### config.mk
export PLATFORM = sky130hd
export DESIGN_NAME = scc_timer_module
export DESIGN_NICKNAME = d
export VERILOG_FILES = /design/src/core/scc_pkg.sv /design/src/core/scc_timer_module.sv
export SDC_FILE = /design/constraint.sdc
export NUM_CORES = 1
export LEC_CHECK = 0
export ABC_AREA = 0
export BUFFER_PORTS_ARGS = -buffer_cell sky130_fd_sc_hd__buf_2
export CAP_MARGIN = 20
export CORE_MARGIN = 2
export CORE_UTILIZATION = 45
export CTS_CLUSTER_SIZE = 14
export DETAILED_ROUTE_END_ITERATION = 7
export GPL_TIMING_DRIVEN = 0
export PLACE_DENSITY = 0.7
export SETUP_SLACK_MARGIN = 0.15
export SLEW_MARGIN = 20
export SYNTH_ARGS = -nofsm -noshare
export SYNTH_HDL_FRONTEND = slang
export SYNTH_SLANG_ARGS = --single-unit
export TNS_END_PERCENT = 20
### constraint.sdc
create_clock -name core_clk -period 4.85 [get_ports core_clk]
set_input_delay 0 -clock core_clk [delete_from_list [all_inputs] [get_ports core_clk]]
set_output_delay 0 -clock core_clk [all_outputs]
set_load 0.01 [all_outputs]
### src/core/scc_pkg.sv
// package: register map, field layout, reset values and carrier types of the capture/compare timer
package scc_pkg;

  // ***************************************************************
  // register offsets
  // ***************************************************************
  localparam logic [7:0] SCC_ADDR_STATUS = 8'h20;
  localparam logic [7:0] SCC_ADDR_COUNT_HI = 8'h22;
  localparam logic [7:0] SCC_ADDR_COUNT_LO = 8'h23;
  localparam logic [7:0] SCC_ADDR_LIMIT_HI = 8'h24;
  localparam logic [7:0] SCC_ADDR_LIMIT_LO = 8'h25;
  localparam logic [7:0] SCC_ADDR_CH_BASE = 8'h26;
  localparam logic [7:0] SCC_CH_STRIDE = 8'h03;
  localparam logic [7:0] SCC_CH_OFS_HI = 8'h01;
  localparam logic [7:0] SCC_CH_OFS_LO = 8'h02;

  // ***************************************************************
  // values after reset and codes
  // ***************************************************************
  localparam logic [15:0] SCC_LIMIT_RESET = 16'hffff;
  localparam logic [15:0] SCC_COUNT_RESET = 16'h0000;
  localparam logic [5:0] SCC_PRESCALE_RESET = 6'h00;
  localparam logic [2:0] SCC_PRESCALE_EXT = 3'h7;
  localparam logic [1:0] SCC_ACT_TOGGLE = 2'h1;
  localparam logic [1:0] SCC_ACT_CLEAR = 2'h2;
  localparam logic [1:0] SCC_ACT_SET = 2'h3;

  // ***************************************************************
  // carriers
  // ***************************************************************
  typedef struct packed {
    logic ovf_flag;
    logic ovf_irq_en;
    logic counter_halt_bit;
    logic counter_reset_bit;
    logic unused_zero;
    logic [2:0] prescale_select;
  } scc_status_t;

  localparam scc_status_t SCC_STATUS_RESET = 8'h20;

  typedef struct packed {
    logic channel_event_flag;
    logic irq_en;
    logic mode_select_hi;
    logic mode_select_lo;
    logic edge_select_hi;
    logic edge_select_lo;
    logic toggle_on_ovf;
    logic max_duty;
  } scc_chan_ctl_t;

  localparam scc_chan_ctl_t SCC_CHAN_CTL_RESET = 8'h00;

  typedef struct packed {
    logic wr;
    logic rd;
    logic [7:0] addr;
    logic [7:0] wdata;
  } scc_bus_req_t;

endpackage

### src/core/scc_timer_module.sv
// six-channel capture/compare timer with a shared 16-bit up-counter
//
// The strobed register port and the register offsets were decided locally.
`timescale 1ns/10ps
// Behaviour
// 16-bit up-counter runs free or modulo; time base for every channel.
// the counter limit registers hold the modulo value of the counter.
// reading the counter never disturbs counting.
// six channels, each input capture or output compare.
// three-bit prescale select: seven bus-clock divisions or the external clock pin.
// active edge on pin copies counter into channel value; edge bits pick polarity.
// capture happens on every qualifying edge whatever the flag state.
// flag with enabled interrupt raises the interrupt request; flag always pollable.
// captured value lands in the channel registers two clocks after the edge.
// a later capture overwrites the earlier captured value.
// reset leaves channel value registers untouched.
// compare match sets, clears or toggles the pin and sets the flag.
// unbuffered compare value is replaced at once by a write.
// software picks safe moments to change unbuffered compare values.
// buffer select on channel 0 links channels 0 and 1 onto pin 0.
// even set governs first; last-written set takes over at each overflow.
// linked: even control governs, odd control unused, odd pin released.
// pairs 2/3 and 4/5 link the same way through their even channel.
// software writes only the inactive set of a linked pair.
// software counts overflows to extend measurements.
// mode 0:1 unbuffered, 1:0 buffered; edge 1:0 clears, 1:1 sets.
// status register has a stop bit and a counter-and-prescaler reset bit.
// at the limit the counter wraps to zero next tick and sets overflow flag.
module scc_timer_module
  import scc_pkg::*;
#(
  parameter int CHANNELS = 6,
  parameter int PRESCALE_BITS = 6
) (
  input wire logic core_clk,
  input wire logic reset,
  input wire scc_bus_req_t bus_req,
  output logic [7:0] rd_data,
  input wire logic external_timer_clock_pin,
  input wire logic [CHANNELS-1:0] channel_pin_in,
  output logic [CHANNELS-1:0] channel_pin_out,
  output logic [CHANNELS-1:0] channel_pin_oe_n,
  output logic irq
);

  localparam int PAIRS = CHANNELS / 2;
  localparam int NIN = CHANNELS + 1;

  // ***************************************************************
  // state
  // ***************************************************************
  scc_status_t status;
  logic [15:0] count;
  logic [15:0] limit;
  logic [PRESCALE_BITS-1:0] prescale;
  logic cnt_moved;
  scc_chan_ctl_t ctl [CHANNELS];
  logic [15:0] chan_val [CHANNELS];
  logic [CHANNELS-1:0] cap_pend;
  logic [15:0] cap_val [CHANNELS];
  logic [CHANNELS-1:0] pin_lvl;
  logic [PAIRS-1:0] last_odd;
  logic [PAIRS-1:0] act_odd;
  logic [NIN-1:0] sync1;
  logic [NIN-1:0] sync2;
  logic [NIN-1:0] sync3;
  logic [NIN-1:0] in_lvl;

  // ***************************************************************
  // pin synchronisers
  // ***************************************************************
  wire [NIN-1:0] pins_raw = {external_timer_clock_pin, channel_pin_in};
  // change only once the two late stages agree, filtering one-clock glitches
  wire [NIN-1:0] in_change = ~(sync2 ^ sync3) & (sync3 ^ in_lvl);

  always_ff @(posedge core_clk or posedge reset) begin
    if (reset) begin
      sync1 <= '0;
      sync2 <= '0;
      sync3 <= '0;
      in_lvl <= '0;
    end else begin
      sync1 <= pins_raw;
      sync2 <= sync1;
      sync3 <= sync2;
      in_lvl <= in_lvl ^ in_change;
    end
  end

  // ***************************************************************
  // bus decode
  // ***************************************************************
  wire wr = bus_req.wr;
  wire [7:0] addr = bus_req.addr;
  wire [7:0] wdata = bus_req.wdata;
  wire sel_status = addr == SCC_ADDR_STATUS;
  wire sel_cnt_hi = addr == SCC_ADDR_COUNT_HI;
  wire sel_cnt_lo = addr == SCC_ADDR_COUNT_LO;
  wire sel_lim_hi = addr == SCC_ADDR_LIMIT_HI;
  wire sel_lim_lo = addr == SCC_ADDR_LIMIT_LO;
  wire wr_status = wr & sel_status;
  wire scc_status_t wstat = wdata;
  wire clr_cmd = wr_status & wstat.counter_reset_bit;
  // flags clear on a written zero; a written one leaves them alone
  wire ovf_clr = wr_status & ~wstat.ovf_flag;

  // ***************************************************************
  // prescaler and counter
  // ***************************************************************
  wire [PRESCALE_BITS:0] pre_full = ((PRESCALE_BITS+1)'(1) << status.prescale_select) - (PRESCALE_BITS+1)'(1);
  wire [PRESCALE_BITS-1:0] pre_mask = pre_full[PRESCALE_BITS-1:0];
  // select n ticks every 2**n bus clocks, select 7 follows the pin
  wire pre_tick = &(prescale | ~pre_mask);
  wire ext_rise = in_change[CHANNELS] & sync3[CHANNELS];
  wire tick = (status.prescale_select == SCC_PRESCALE_EXT) ? ext_rise : pre_tick;
  wire step = tick & ~status.counter_halt_bit & ~clr_cmd;
  wire at_limit = count == limit;
  wire ovf_evt = step & at_limit;

  always_ff @(posedge core_clk or posedge reset) begin
    if (reset) begin
      prescale <= SCC_PRESCALE_RESET;
      count <= SCC_COUNT_RESET;
      cnt_moved <= 1'b0;
    end else begin
      prescale <= clr_cmd ? SCC_PRESCALE_RESET : prescale + 1'b1;
      cnt_moved <= step;
      if (clr_cmd) begin
        count <= SCC_COUNT_RESET;
      end else if (step) begin
        count <= at_limit ? SCC_COUNT_RESET : count + 16'h0001;
      end
    end
  end

  // ***************************************************************
  // status and limit registers
  // ***************************************************************
  always_ff @(posedge core_clk or posedge reset) begin
    if (reset) begin
      status <= SCC_STATUS_RESET;
      limit <= SCC_LIMIT_RESET;
    end else begin
      if (wr_status) begin
        status.ovf_irq_en <= wstat.ovf_irq_en;
        status.counter_halt_bit <= wstat.counter_halt_bit;
        status.prescale_select <= wstat.prescale_select;
      end
      // a new overflow beats a clear in the same cycle
      status.ovf_flag <= ovf_evt | (status.ovf_flag & ~ovf_clr);
      if (wr & sel_lim_hi) begin
        limit[15:8] <= wdata;
      end
      if (wr & sel_lim_lo) begin
        limit[7:0] <= wdata;
      end
    end
  end

  // ***************************************************************
  // per-channel decode and datapath
  // ***************************************************************
  logic [CHANNELS-1:0] sel_ctl;
  logic [CHANNELS-1:0] sel_hi;
  logic [CHANNELS-1:0] sel_lo;
  logic [CHANNELS-1:0] buf_on;
  logic [CHANNELS-1:0] shadowed;
  logic [CHANNELS-1:0] oc_mode;
  logic [CHANNELS-1:0] ic_mode;
  logic [CHANNELS-1:0] match;
  logic [CHANNELS-1:0] cap_hit;
  logic [CHANNELS-1:0] drive;
  logic [CHANNELS-1:0] next_pin;
  logic [CHANNELS-1:0] ev;
  logic [CHANNELS-1:0] flag_clr;
  logic [15:0] cmp [CHANNELS];
  logic [7:0] ch_rd [CHANNELS];
  scc_chan_ctl_t wctl;

  assign wctl = wdata;

  genvar gi;
  generate
    for (gi = 0; gi < CHANNELS; gi++) begin : g_ch
      localparam logic [7:0] BASE = 8'(SCC_ADDR_CH_BASE + SCC_CH_STRIDE * gi);
      wire [1:0] edges = {ctl[gi].edge_select_hi, ctl[gi].edge_select_lo};
      assign sel_ctl[gi] = addr == BASE;
      assign sel_hi[gi] = addr == 8'(BASE + SCC_CH_OFS_HI);
      assign sel_lo[gi] = addr == 8'(BASE + SCC_CH_OFS_LO);
      if (gi % 2 == 0) begin : g_even
        assign buf_on[gi] = ctl[gi].mode_select_hi;
        assign shadowed[gi] = 1'b0;
        // linked pair: the set chosen at the last overflow is compared
        assign cmp[gi] = (buf_on[gi] & act_odd[gi/2]) ? chan_val[gi+1] : chan_val[gi];
      end else begin : g_odd
        assign buf_on[gi] = 1'b0;
        assign shadowed[gi] = ctl[gi-1].mode_select_hi;
        assign cmp[gi] = chan_val[gi];
      end
      assign oc_mode[gi] = ~shadowed[gi] & (buf_on[gi] | ctl[gi].mode_select_lo);
      assign ic_mode[gi] = ~shadowed[gi] & ~buf_on[gi] & ~ctl[gi].mode_select_lo;
      // compare is checked against the value live this cycle, so a rewrite acts at once
      assign match[gi] = oc_mode[gi] & cnt_moved & (count == cmp[gi]);
      wire rise_seen = in_change[gi] & sync3[gi];
      wire fall_seen = in_change[gi] & ~sync3[gi];
      assign cap_hit[gi] = ic_mode[gi]
                       & ((rise_seen & ctl[gi].edge_select_lo) | (fall_seen & ctl[gi].edge_select_hi));
      // edge bits 00 leave the pin to port logic even in compare mode
      assign drive[gi] = oc_mode[gi] & (edges != 2'h0);
      wire act_lvl = (edges == SCC_ACT_TOGGLE) ? ~pin_lvl[gi] :
                     (edges == SCC_ACT_SET) ? 1'b1 :
                     (edges == SCC_ACT_CLEAR) ? 1'b0 : pin_lvl[gi];
      // a match and an overflow toggle in one cycle: the match action wins
      wire ovf_tgl = ovf_evt & oc_mode[gi] & ctl[gi].toggle_on_ovf;
      assign next_pin[gi] = match[gi] ? act_lvl : (ovf_tgl ? ~pin_lvl[gi] : pin_lvl[gi]);
      assign ev[gi] = cap_pend[gi] | match[gi];
      assign flag_clr[gi] = wr & sel_ctl[gi] & ~wctl.channel_event_flag;
      // link bit reads back only where it can be set, so odd channels show 0
      wire [7:0] ctl_rd = {ctl[gi].channel_event_flag, ctl[gi].irq_en, buf_on[gi], ctl[gi][4:0]};
      assign ch_rd[gi] = ({8{sel_ctl[gi]}} & ctl_rd)
                       | ({8{sel_hi[gi]}} & chan_val[gi][15:8])
                       | ({8{sel_lo[gi]}} & chan_val[gi][7:0]);
    end
  endgenerate

  // ***************************************************************
  // channel control, capture pipeline and pin levels
  // ***************************************************************
  always_ff @(posedge core_clk or posedge reset) begin
    if (reset) begin
      for (int i = 0; i < CHANNELS; i++) begin
        ctl[i] <= SCC_CHAN_CTL_RESET;
      end
      cap_pend <= '0;
      pin_lvl <= '0;
    end else begin
      cap_pend <= cap_hit;
      pin_lvl <= next_pin;
      for (int i = 0; i < CHANNELS; i++) begin
        if (wr & sel_ctl[i]) begin
          ctl[i][6:0] <= {wctl.irq_en, wctl.mode_select_hi & ~i[0], wctl[4:0]};
        end
        // capture is taken even with the flag still set; set beats clear
        ctl[i].channel_event_flag <= ev[i] | (ctl[i].channel_event_flag & ~flag_clr[i]);
      end
    end
  end

  // counter value seen at the edge, parked one clock before it lands
  always_ff @(posedge core_clk) begin
    for (int i = 0; i < CHANNELS; i++) begin
      cap_val[i] <= count;
    end
  end

  // value registers have no reset on purpose
  always_ff @(posedge core_clk) begin
    for (int i = 0; i < CHANNELS; i++) begin
      if (cap_pend[i]) begin
        chan_val[i] <= cap_val[i];
      end else begin
        if (wr & sel_hi[i]) begin
          chan_val[i][15:8] <= wdata;
        end
        if (wr & sel_lo[i]) begin
          chan_val[i][7:0] <= wdata;
        end
      end
    end
  end

  // ***************************************************************
  // linked-pair tracking
  // ***************************************************************
  logic [PAIRS-1:0] wr_even_set;
  logic [PAIRS-1:0] wr_odd_set;

  // any byte of a value set marks that set as last written
  generate
    for (gi = 0; gi < PAIRS; gi++) begin : g_pair
      assign wr_even_set[gi] = wr & (sel_hi[2*gi] | sel_lo[2*gi]);
      assign wr_odd_set[gi] = wr & (sel_hi[2*gi+1] | sel_lo[2*gi+1]);
    end
  endgenerate

  always_ff @(posedge core_clk or posedge reset) begin
    if (reset) begin
      last_odd <= '0;
      act_odd <= '0;
    end else begin
      for (int p = 0; p < PAIRS; p++) begin
        if (wr_even_set[p]) begin
          last_odd[p] <= 1'b0;
        end else if (wr_odd_set[p]) begin
          last_odd[p] <= 1'b1;
        end
        if (!buf_on[2*p]) begin
          act_odd[p] <= 1'b0;
        end else if (ovf_evt) begin
          act_odd[p] <= last_odd[p];
        end
      end
    end
  end

  // ***************************************************************
  // read mux and outputs
  // ***************************************************************
  logic [7:0] ch_any;
  always_comb begin
    ch_any = 8'h00;
    for (int i = 0; i < CHANNELS; i++) begin
      ch_any = ch_any | ch_rd[i];
    end
  end

  // counter reads are side-effect free
  wire [7:0] next_rd = ({8{sel_status}} & {status[7:5], 5'(status.prescale_select)})
                     | ({8{sel_cnt_hi}} & count[15:8])
                     | ({8{sel_cnt_lo}} & count[7:0])
                     | ({8{sel_lim_hi}} & limit[15:8])
                     | ({8{sel_lim_lo}} & limit[7:0])
                     | ch_any;

  always_ff @(posedge core_clk or posedge reset) begin
    if (reset) begin
      rd_data <= 8'h00;
    end else begin
      rd_data <= bus_req.rd ? next_rd : 8'h00;
    end
  end

  // released pins (inputs, odd of a linked pair) keep oe_n high
  assign channel_pin_out = pin_lvl;
  assign channel_pin_oe_n = ~drive;

  // ***************************************************************
  // interrupt request
  // ***************************************************************
  logic [CHANNELS-1:0] ch_irq;
  generate
    for (gi = 0; gi < CHANNELS; gi++) begin : g_irq
      assign ch_irq[gi] = ctl[gi].channel_event_flag & ctl[gi].irq_en;
    end
  endgenerate

  assign irq = (|ch_irq) | (status.ovf_flag & status.ovf_irq_en);

endmodule // scc_timer_module

---- Word level (Yosys, flattened, before mapping) ----
Memories as Yosys holds them, arrays and structs flattened.
Index checks and enable logic that the tools add are counted.
word-level totals
  flip-flop bits (word level) ............. 144
  output and inout port bits .............. 21
  RAM bits ................................ 192
  logic and storage cells ................. 521
  memories ................................ 2
  input port bits ......................... 27
cells by class
  equal/unequal tests ..................... 58
  shift operators ......................... 1
  add/sub/neg operators ................... 3
  muxes and demuxes ....................... 111
  bitwise operators ....................... 250
  reductions and logical operators ........ 24
memory list
  name      words  bits a word  rd ports  clocked after Yosys merged registers in  wr ports  line                    source
  cap_val   6      16           6         0                                        6         scc_timer_module.sv:60  logic [15:0] cap_val [CHANNELS];
  chan_val  6      16           6         0                                        6         scc_timer_module.sv:58  logic [15:0] chan_val [CHANNELS];
operators with widths
  operator                                                                number
  8-bit bitwise AND                                                       23
  8-bit by 6-bit equality test with 1-bit output (second input constant)  23
  8-bit OR                                                                22
  1-bit bitwise AND                                                       125
  16-bit equality test                                                    7
  8-bit two-way mux                                                       13
  16-bit two-way mux                                                      6
  1-bit two-way mux                                                       91
  1-bit OR                                                                41
  2-bit nonzero test                                                      16
  1-bit inverter                                                          31
  2-bit equality test (second input constant)                             12
  4-bit by 1-bit != test with 1-bit output (second input constant)        6
  7-bit bitwise XOR                                                       3
  16-bit by 1-bit adder with 16-bit output (second input constant)        1
  2-bit by 1-bit equality test with 1-bit output (second input constant)  6
  6-bit inverter                                                          2
  2-bit AND reduction                                                     6
  7-bit bitwise AND                                                       1
  7-bit inverter                                                          1
  6-bit by 1-bit adder with 6-bit output (second input constant)          1
  6-bit two-way mux                                                       1
  2-bit by 1-bit != test with 1-bit output (second input constant)        3
  6-bit OR                                                                1
  other kinds (5)                                                         5

---- Logic depth before layout (Yosys ltp) ----
  word-level depth ........................ 13
  mapped depth ............................ 11
  mapped depth without buffers ............ 9

---- Least setup slack after synthesis ----
OpenSTA, ideal clock, no wires.
  path type ............................... reg2reg
  start ................................... reg status[2] (netlist bit)
  end ..................................... reg pin_lvl[5], in the netlist channel_pin_out[5]
  library setup time ...................... 0.131 ns
  setup slack ............................. 2.200 ns
  data arrival time ....................... 2.519 ns
  cell stages (with the launch flop) ...... 10
  clock period less this slack ............ 2.650 ns
  required time ........................... 4.719 ns
  buffers on the path ..................... 1
  cell sequence ........................... dfrtp_1 -> buf_6 -> or3_4 -> ha_1 -> nor2b_1 -> mux2_1 -> o31ai_4 -> nand4_1 -> o211a_1 -> or3_1
on the way
  longest elaborated chain between the ends .. 13
  elaborated cells on any way between the ends .. 14
  those cells by class .................... add/sub: 1; eq/ne: 1; shift: 1; mux: 1; bitwise: 7; reduce/logical: 3
RTL lines
  item                                         line                     source
  from (decl)                                  scc_timer_module.sv:52   scc_status_t status;
  1-bit by 3-bit << shifter with 6-bit output  scc_timer_module.sv:110  wire [PRESCALE_BITS:0] pre_full = ((PRESCALE_BITS+1)'(1) << status.prescale_select) - (PRESCALE_BITS+1)'(1);
  6-bit by 2-bit subtractor with 6-bit output  scc_timer_module.sv:110
  6-bit inverter                               scc_timer_module.sv:113  wire pre_tick = &(prescale | ~pre_mask);
  6-bit OR                                     scc_timer_module.sv:113
  6-bit AND reduction                          scc_timer_module.sv:113
  1-bit two-way mux (*)                        scc_timer_module.sv:115  wire tick = (status.prescale_select == SCC_PRESCALE_EXT) ? ext_rise : pre_tick;
  1-bit bitwise AND (*) (2 in a row)           scc_timer_module.sv:116  wire step = tick & ~status.counter_halt_bit & ~clr_cmd;
  1-bit bitwise AND (*)                        scc_timer_module.sv:118  wire ovf_evt = step & at_limit;
  1-bit bitwise AND (*) (2 in a row)           scc_timer_module.sv:214  wire ovf_tgl = ovf_evt & oc_mode[gi] & ctl[gi].toggle_on_ovf;
  2-bit nonzero test (no line) (*)             -
  2-bit AND reduction (no line) (*)            -
  to (signal assigned)                         scc_timer_module.sv:238  pin_lvl <= next_pin;
  to (decl)                                    scc_timer_module.sv:61   logic [CHANNELS-1:0] pin_lvl;
Mark *: on every way between the ends. The rest lies on a longest branch, timed or not.
A chain may end at the register's enable or synchronous reset.

---- Worst setup path in the final report ----
  start ................................... reg status[0] (netlist bit)
  end ..................................... reg pin_lvl[5], in the netlist channel_pin_out[5]
The elaborated chain is that of the path after synthesis.

==> summary.md <==
• **run status** completed
• **Power per Cell Area** 369 nW/um^2
• **CTS tree** yes
• **starting utilization of the core area** 45.6%
• **distinct cell type count of the synthesized netlist** 77
• **max-slew violation count** 0
• **startpoint class of the critical path** flip-flop
• **FFs w/ async S/R, synth** 56.3%
• **setup repair after global routing missed its margin** false
• **slew of the pin with the lowest slew margin** 1.17 ns
• **Die Span X** 182 um
• **number of nets produced by synthesis** 1286
• **pin count of the biggest net entering global routing** 80
• **post-route cell area** 16200 um^2
• **number of setup violations in the final report** 0
• **length of the first detailed-routing pass in iterations** 5
• **average cell area after synthesis** 11.4 um^2
• **core area** 31400 um^2
• **total routed wirelength** 62900 um
• **Layout Area Growth over Synthesis** 13.0%
• **DRC violations left** 0
• **fraction of layout instances using a drive strength above 1** 18.7%
• **data required time at the worst endpoint** 5.30 ns
• **achievable clock frequency** 0.282 GHz
• **mapped cell area** 14300 um^2
• **Internal Power** 4070 uW
• **master of the slowest instance on the critical path** sky130_fd_sc_hd__nand4_1
• **total half-perimeter wirelength after legalization and detailed placement** 45900 um
• **gpl congestion** 1.10
• **cell family contributing the most delay on the critical path** simple AND/OR/NAND/NOR gates
• **setup slack of the worst register-to-register path** 1.30 ns
• **antenna violations before repair** 5
• **number of storage elements in the synthesis netlist** 256
• **post-route antenna net violation count** 0
• **final period utilization** 73.2%
• **number of flops mapped to enable cells by yosys** 96
• **min-delay worst type** primary input to asynchronous set/reset pin
• **leakage power** 0.00655 uW
• **Critical Setup Path Class** flip-flop to flip-flop
• **area share of the largest cell type after synthesis** 22.2%
• **worst stage delay on the critical path** 0.73 ns
• **total die area** 33200 um^2
• **register share of total power** 44.8%
• **clock latency on the worst-skew pair** 0.58 ns
• **clock share of power** 37.3%
• **max-cap violations** 0
• **CP Capture Type** flip-flop
• **buffers and inverters on the worst path** 0
• **Total Power** 5970 uW
• **clock root buffer master** sky130_fd_sc_hd__clkbuf_16
• **Mapped Cells** 1256
• **worst endpoint data arrival time** 4.00 ns
• **crit-path max FO** 8
• **Die Ht** 182 um
• **part of the total power dissipated in combinational logic** 17.9%
• **most numerous cell in the Yosys netlist** sky130_fd_sc_hd__dfrtp_1
• **IR drop worst, VDD** 0.245 mV
• **nets** 1375
• **reg-to-reg startpoint** status[0]
• **ys flop type** sky130_fd_sc_hd__dfrtp_1
• **initial drt markers** 1643
• **cell area after placement** 15100 um^2
• **Ports** 48
• **buffers from clock root to sink, at most** 3
• **net switching power figure** 1890 uW
• **setup clock skew after layout** 0.0231 ns
• **origin of the worst setup path** status[0]
• **wire length of the first global-routing pass** 87400 um
• **Yosys top cell by area** sky130_fd_sc_hd__dfrtp_1
• **clock sink count** 256
• **average wire length per cell after detail routing** 35.5 um
• **sequential cell area fraction in the yosys report** 47.7%
• **net switching share of the total power** 31.7%
• **overflow left after global routing** 0
• **GRT Resource Usage Total** 37.8%
• **post-DR vias/cell** 6.79
• **Yosys warning total** 0
• **Port Buffers** 43
• **TritonCTS Buffers** 28
• **number of global-route vias before repair** 11314
• **H-tree depth reported by CTS** 1
• **remaining max-slew budget at the tightest pin** 21.7%
• **list of most frequent post-synthesis cells** 127 x sky130_fd_sc_hd__dfrtp_1, 96 x sky130_fd_sc_hd__edfxtp_1, 96 x sky130_fd_sc_hd__xnor2_1
• **cell breakdown of the critical path** or3_4 > ha_1 > nor2b_1 > mux2_1 > o31ai_4 > nand4_1 > o211a_1 > or3_1
• **synth top area cells** sky130_fd_sc_hd__dfrtp_1 22%, sky130_fd_sc_hd__edfxtp_1 20%, sky130_fd_sc_hd__mux2_2 7.5%
• **shortest period the worst path allows** 3.55 ns
• **number of cell rows** 65
• **clock transition time at the flip-flop clock pins of the worst setup and hold paths** 0.06 ns
• **final count of hold timing violations** 0
• **count of vias placed by the detailed router** 12054
power by group through the flow:
stage | clock network [uW] | registers, uW | logic [uW]
final | 2230 | 2670 | 1060
after global placement | 0 | 2690 | 990
after global routing | 2320 | 2670 | 1110
after CTS | 2240 | 2660 | 1030
after floorplan | 0 | 2530 | 680
after detailed placement | 0 | 2700 | 1020
stage by stage:
| stage | setup TNS (ns) | setup WS (ns) | utilization (%) | std cells | hold slack [ns] |
|---|---|---|---|---|---|
| floorplan | 0 | 1.01 | - | 1256 | 0.0314 |
| global placement | -107.73 | -0.870 | 47.8 | 1701 | 0.109 |
| detailed placement | 0 | 1.29 | 48.0 | 1702 | 0.0804 |
| CTS | 0 | 1.28 | 51.5 | 1769 | 0.0329 |
| global route | 0 | 1.25 | 51.5 | 1769 | 0.0602 |
| finish | 0 | 1.30 | 51.5 | 1774 | 0.0105 |
path summary, 6_finish.rpt:
| check | depth (start not counted) | to |
|---|---|---|
| min reg2reg | 0 | sync2[0] |
| min in group core_clk | 2 | sync1[1] |
| max reg2reg | 8 | channel_pin_out[5] |
| max in group asynchronous | 4 | asynchronous set/reset pin |
| max | 8 | channel_pin_out[5] |
| min | 3 | ctl[47] |
worst min-delay path, stage by stage:
cell                            delay, ns
sky130_fd_sc_hd__dlygate4sd3_1       0.53
sky130_fd_sc_hd__buf_2               0.15
sky130_fd_sc_hd__inv_8               0.34
metal layers:
metal,up-vias,global-route usage [%],routed length [um],share of wire [%]
li1,4884,-,-,-
met1,6087,53.2,25500,41
met2,897,54.9,26400,42
met3,184,8.46,7380,12
met4,2,19.3,3650,5.8
met5,-,0,12,0.019
cell families after synthesis:
| logic type | after synthesis | share of synthesized area [%] |
|---|---|---|
| fa+ha+maj | 10 | 0.752 |
| buf+inv | 102 | 2.97 |
| xor+xnor | 115 | 7.04 |
| compound gates | 213 | 10.2 |
| simple gates | 322 | 13.0 |
| flops | 256 | 47.7 |
| mux | 238 | 18.4 |
area by class of cell:
type                    instances  area, um^2
fillers                      2852       15200
multi-input cells             898        7060
flip-flops and latches        256        6830
clock buffers                  34         766
well taps                     402         503
repair buffers                 59         393
plain buffers                  87         369
clock inverters                18         175
inverters                      15        63.8
diodes                          5        12.5
layout by cell type (no fill, tap or decap), types with 17 or more instances in the layout:
| cell type | Yosys | routed |
|---|---|---|
| sky130_fd_sc_hd__mux2_1 | 70 | 70 |
| sky130_fd_sc_hd__nor3_1 | 17 | 17 |
| sky130_fd_sc_hd__mux2i_1 | 70 | 70 |
| sky130_fd_sc_hd__nand2_1 | 61 | 61 |
| sky130_fd_sc_hd__mux2_2 | 95 | 95 |
| sky130_fd_sc_hd__o21ai_0 | 39 | 39 |
| sky130_fd_sc_hd__a22oi_1 | 22 | 22 |
| sky130_fd_sc_hd__edfxtp_1 | 96 | 96 |
| sky130_fd_sc_hd__buf_2 | 22 | 65 |
| sky130_fd_sc_hd__nand3_1 | 42 | 42 |
| sky130_fd_sc_hd__dfrtp_1 | 127 | 127 |
| sky130_fd_sc_hd__nor2_1 | 48 | 48 |
| sky130_fd_sc_hd__dfstp_2 | 17 | 17 |
| sky130_fd_sc_hd__a21oi_1 | 36 | 36 |
| sky130_fd_sc_hd__xor2_1 | 19 | 19 |
| sky130_fd_sc_hd__clkbuf_1 | 49 | 53 |
| sky130_fd_sc_hd__clkbuf_16 | 0 | 30 |
| sky130_fd_sc_hd__nand4_1 | 23 | 23 |
| sky130_fd_sc_hd__xnor2_1 | 96 | 96 |
state kept, by name (all words and copies together), names as in the netlist, 7 cells and up, named ones only:
signal    count
sync2         7
sync1         7
count        16
chan_val     96
rd_data       8
ctl          42
cap_val      16
limit        16
sync3         7
what timing repair did:
item                      in CTS  in global routing
hold endpoints to repair     153                  0
hold buffers                  15                  0
resized for setup              0                  0
buffers inserted               0                  0
Note: power is estimated with default switching activity, not from simulation.
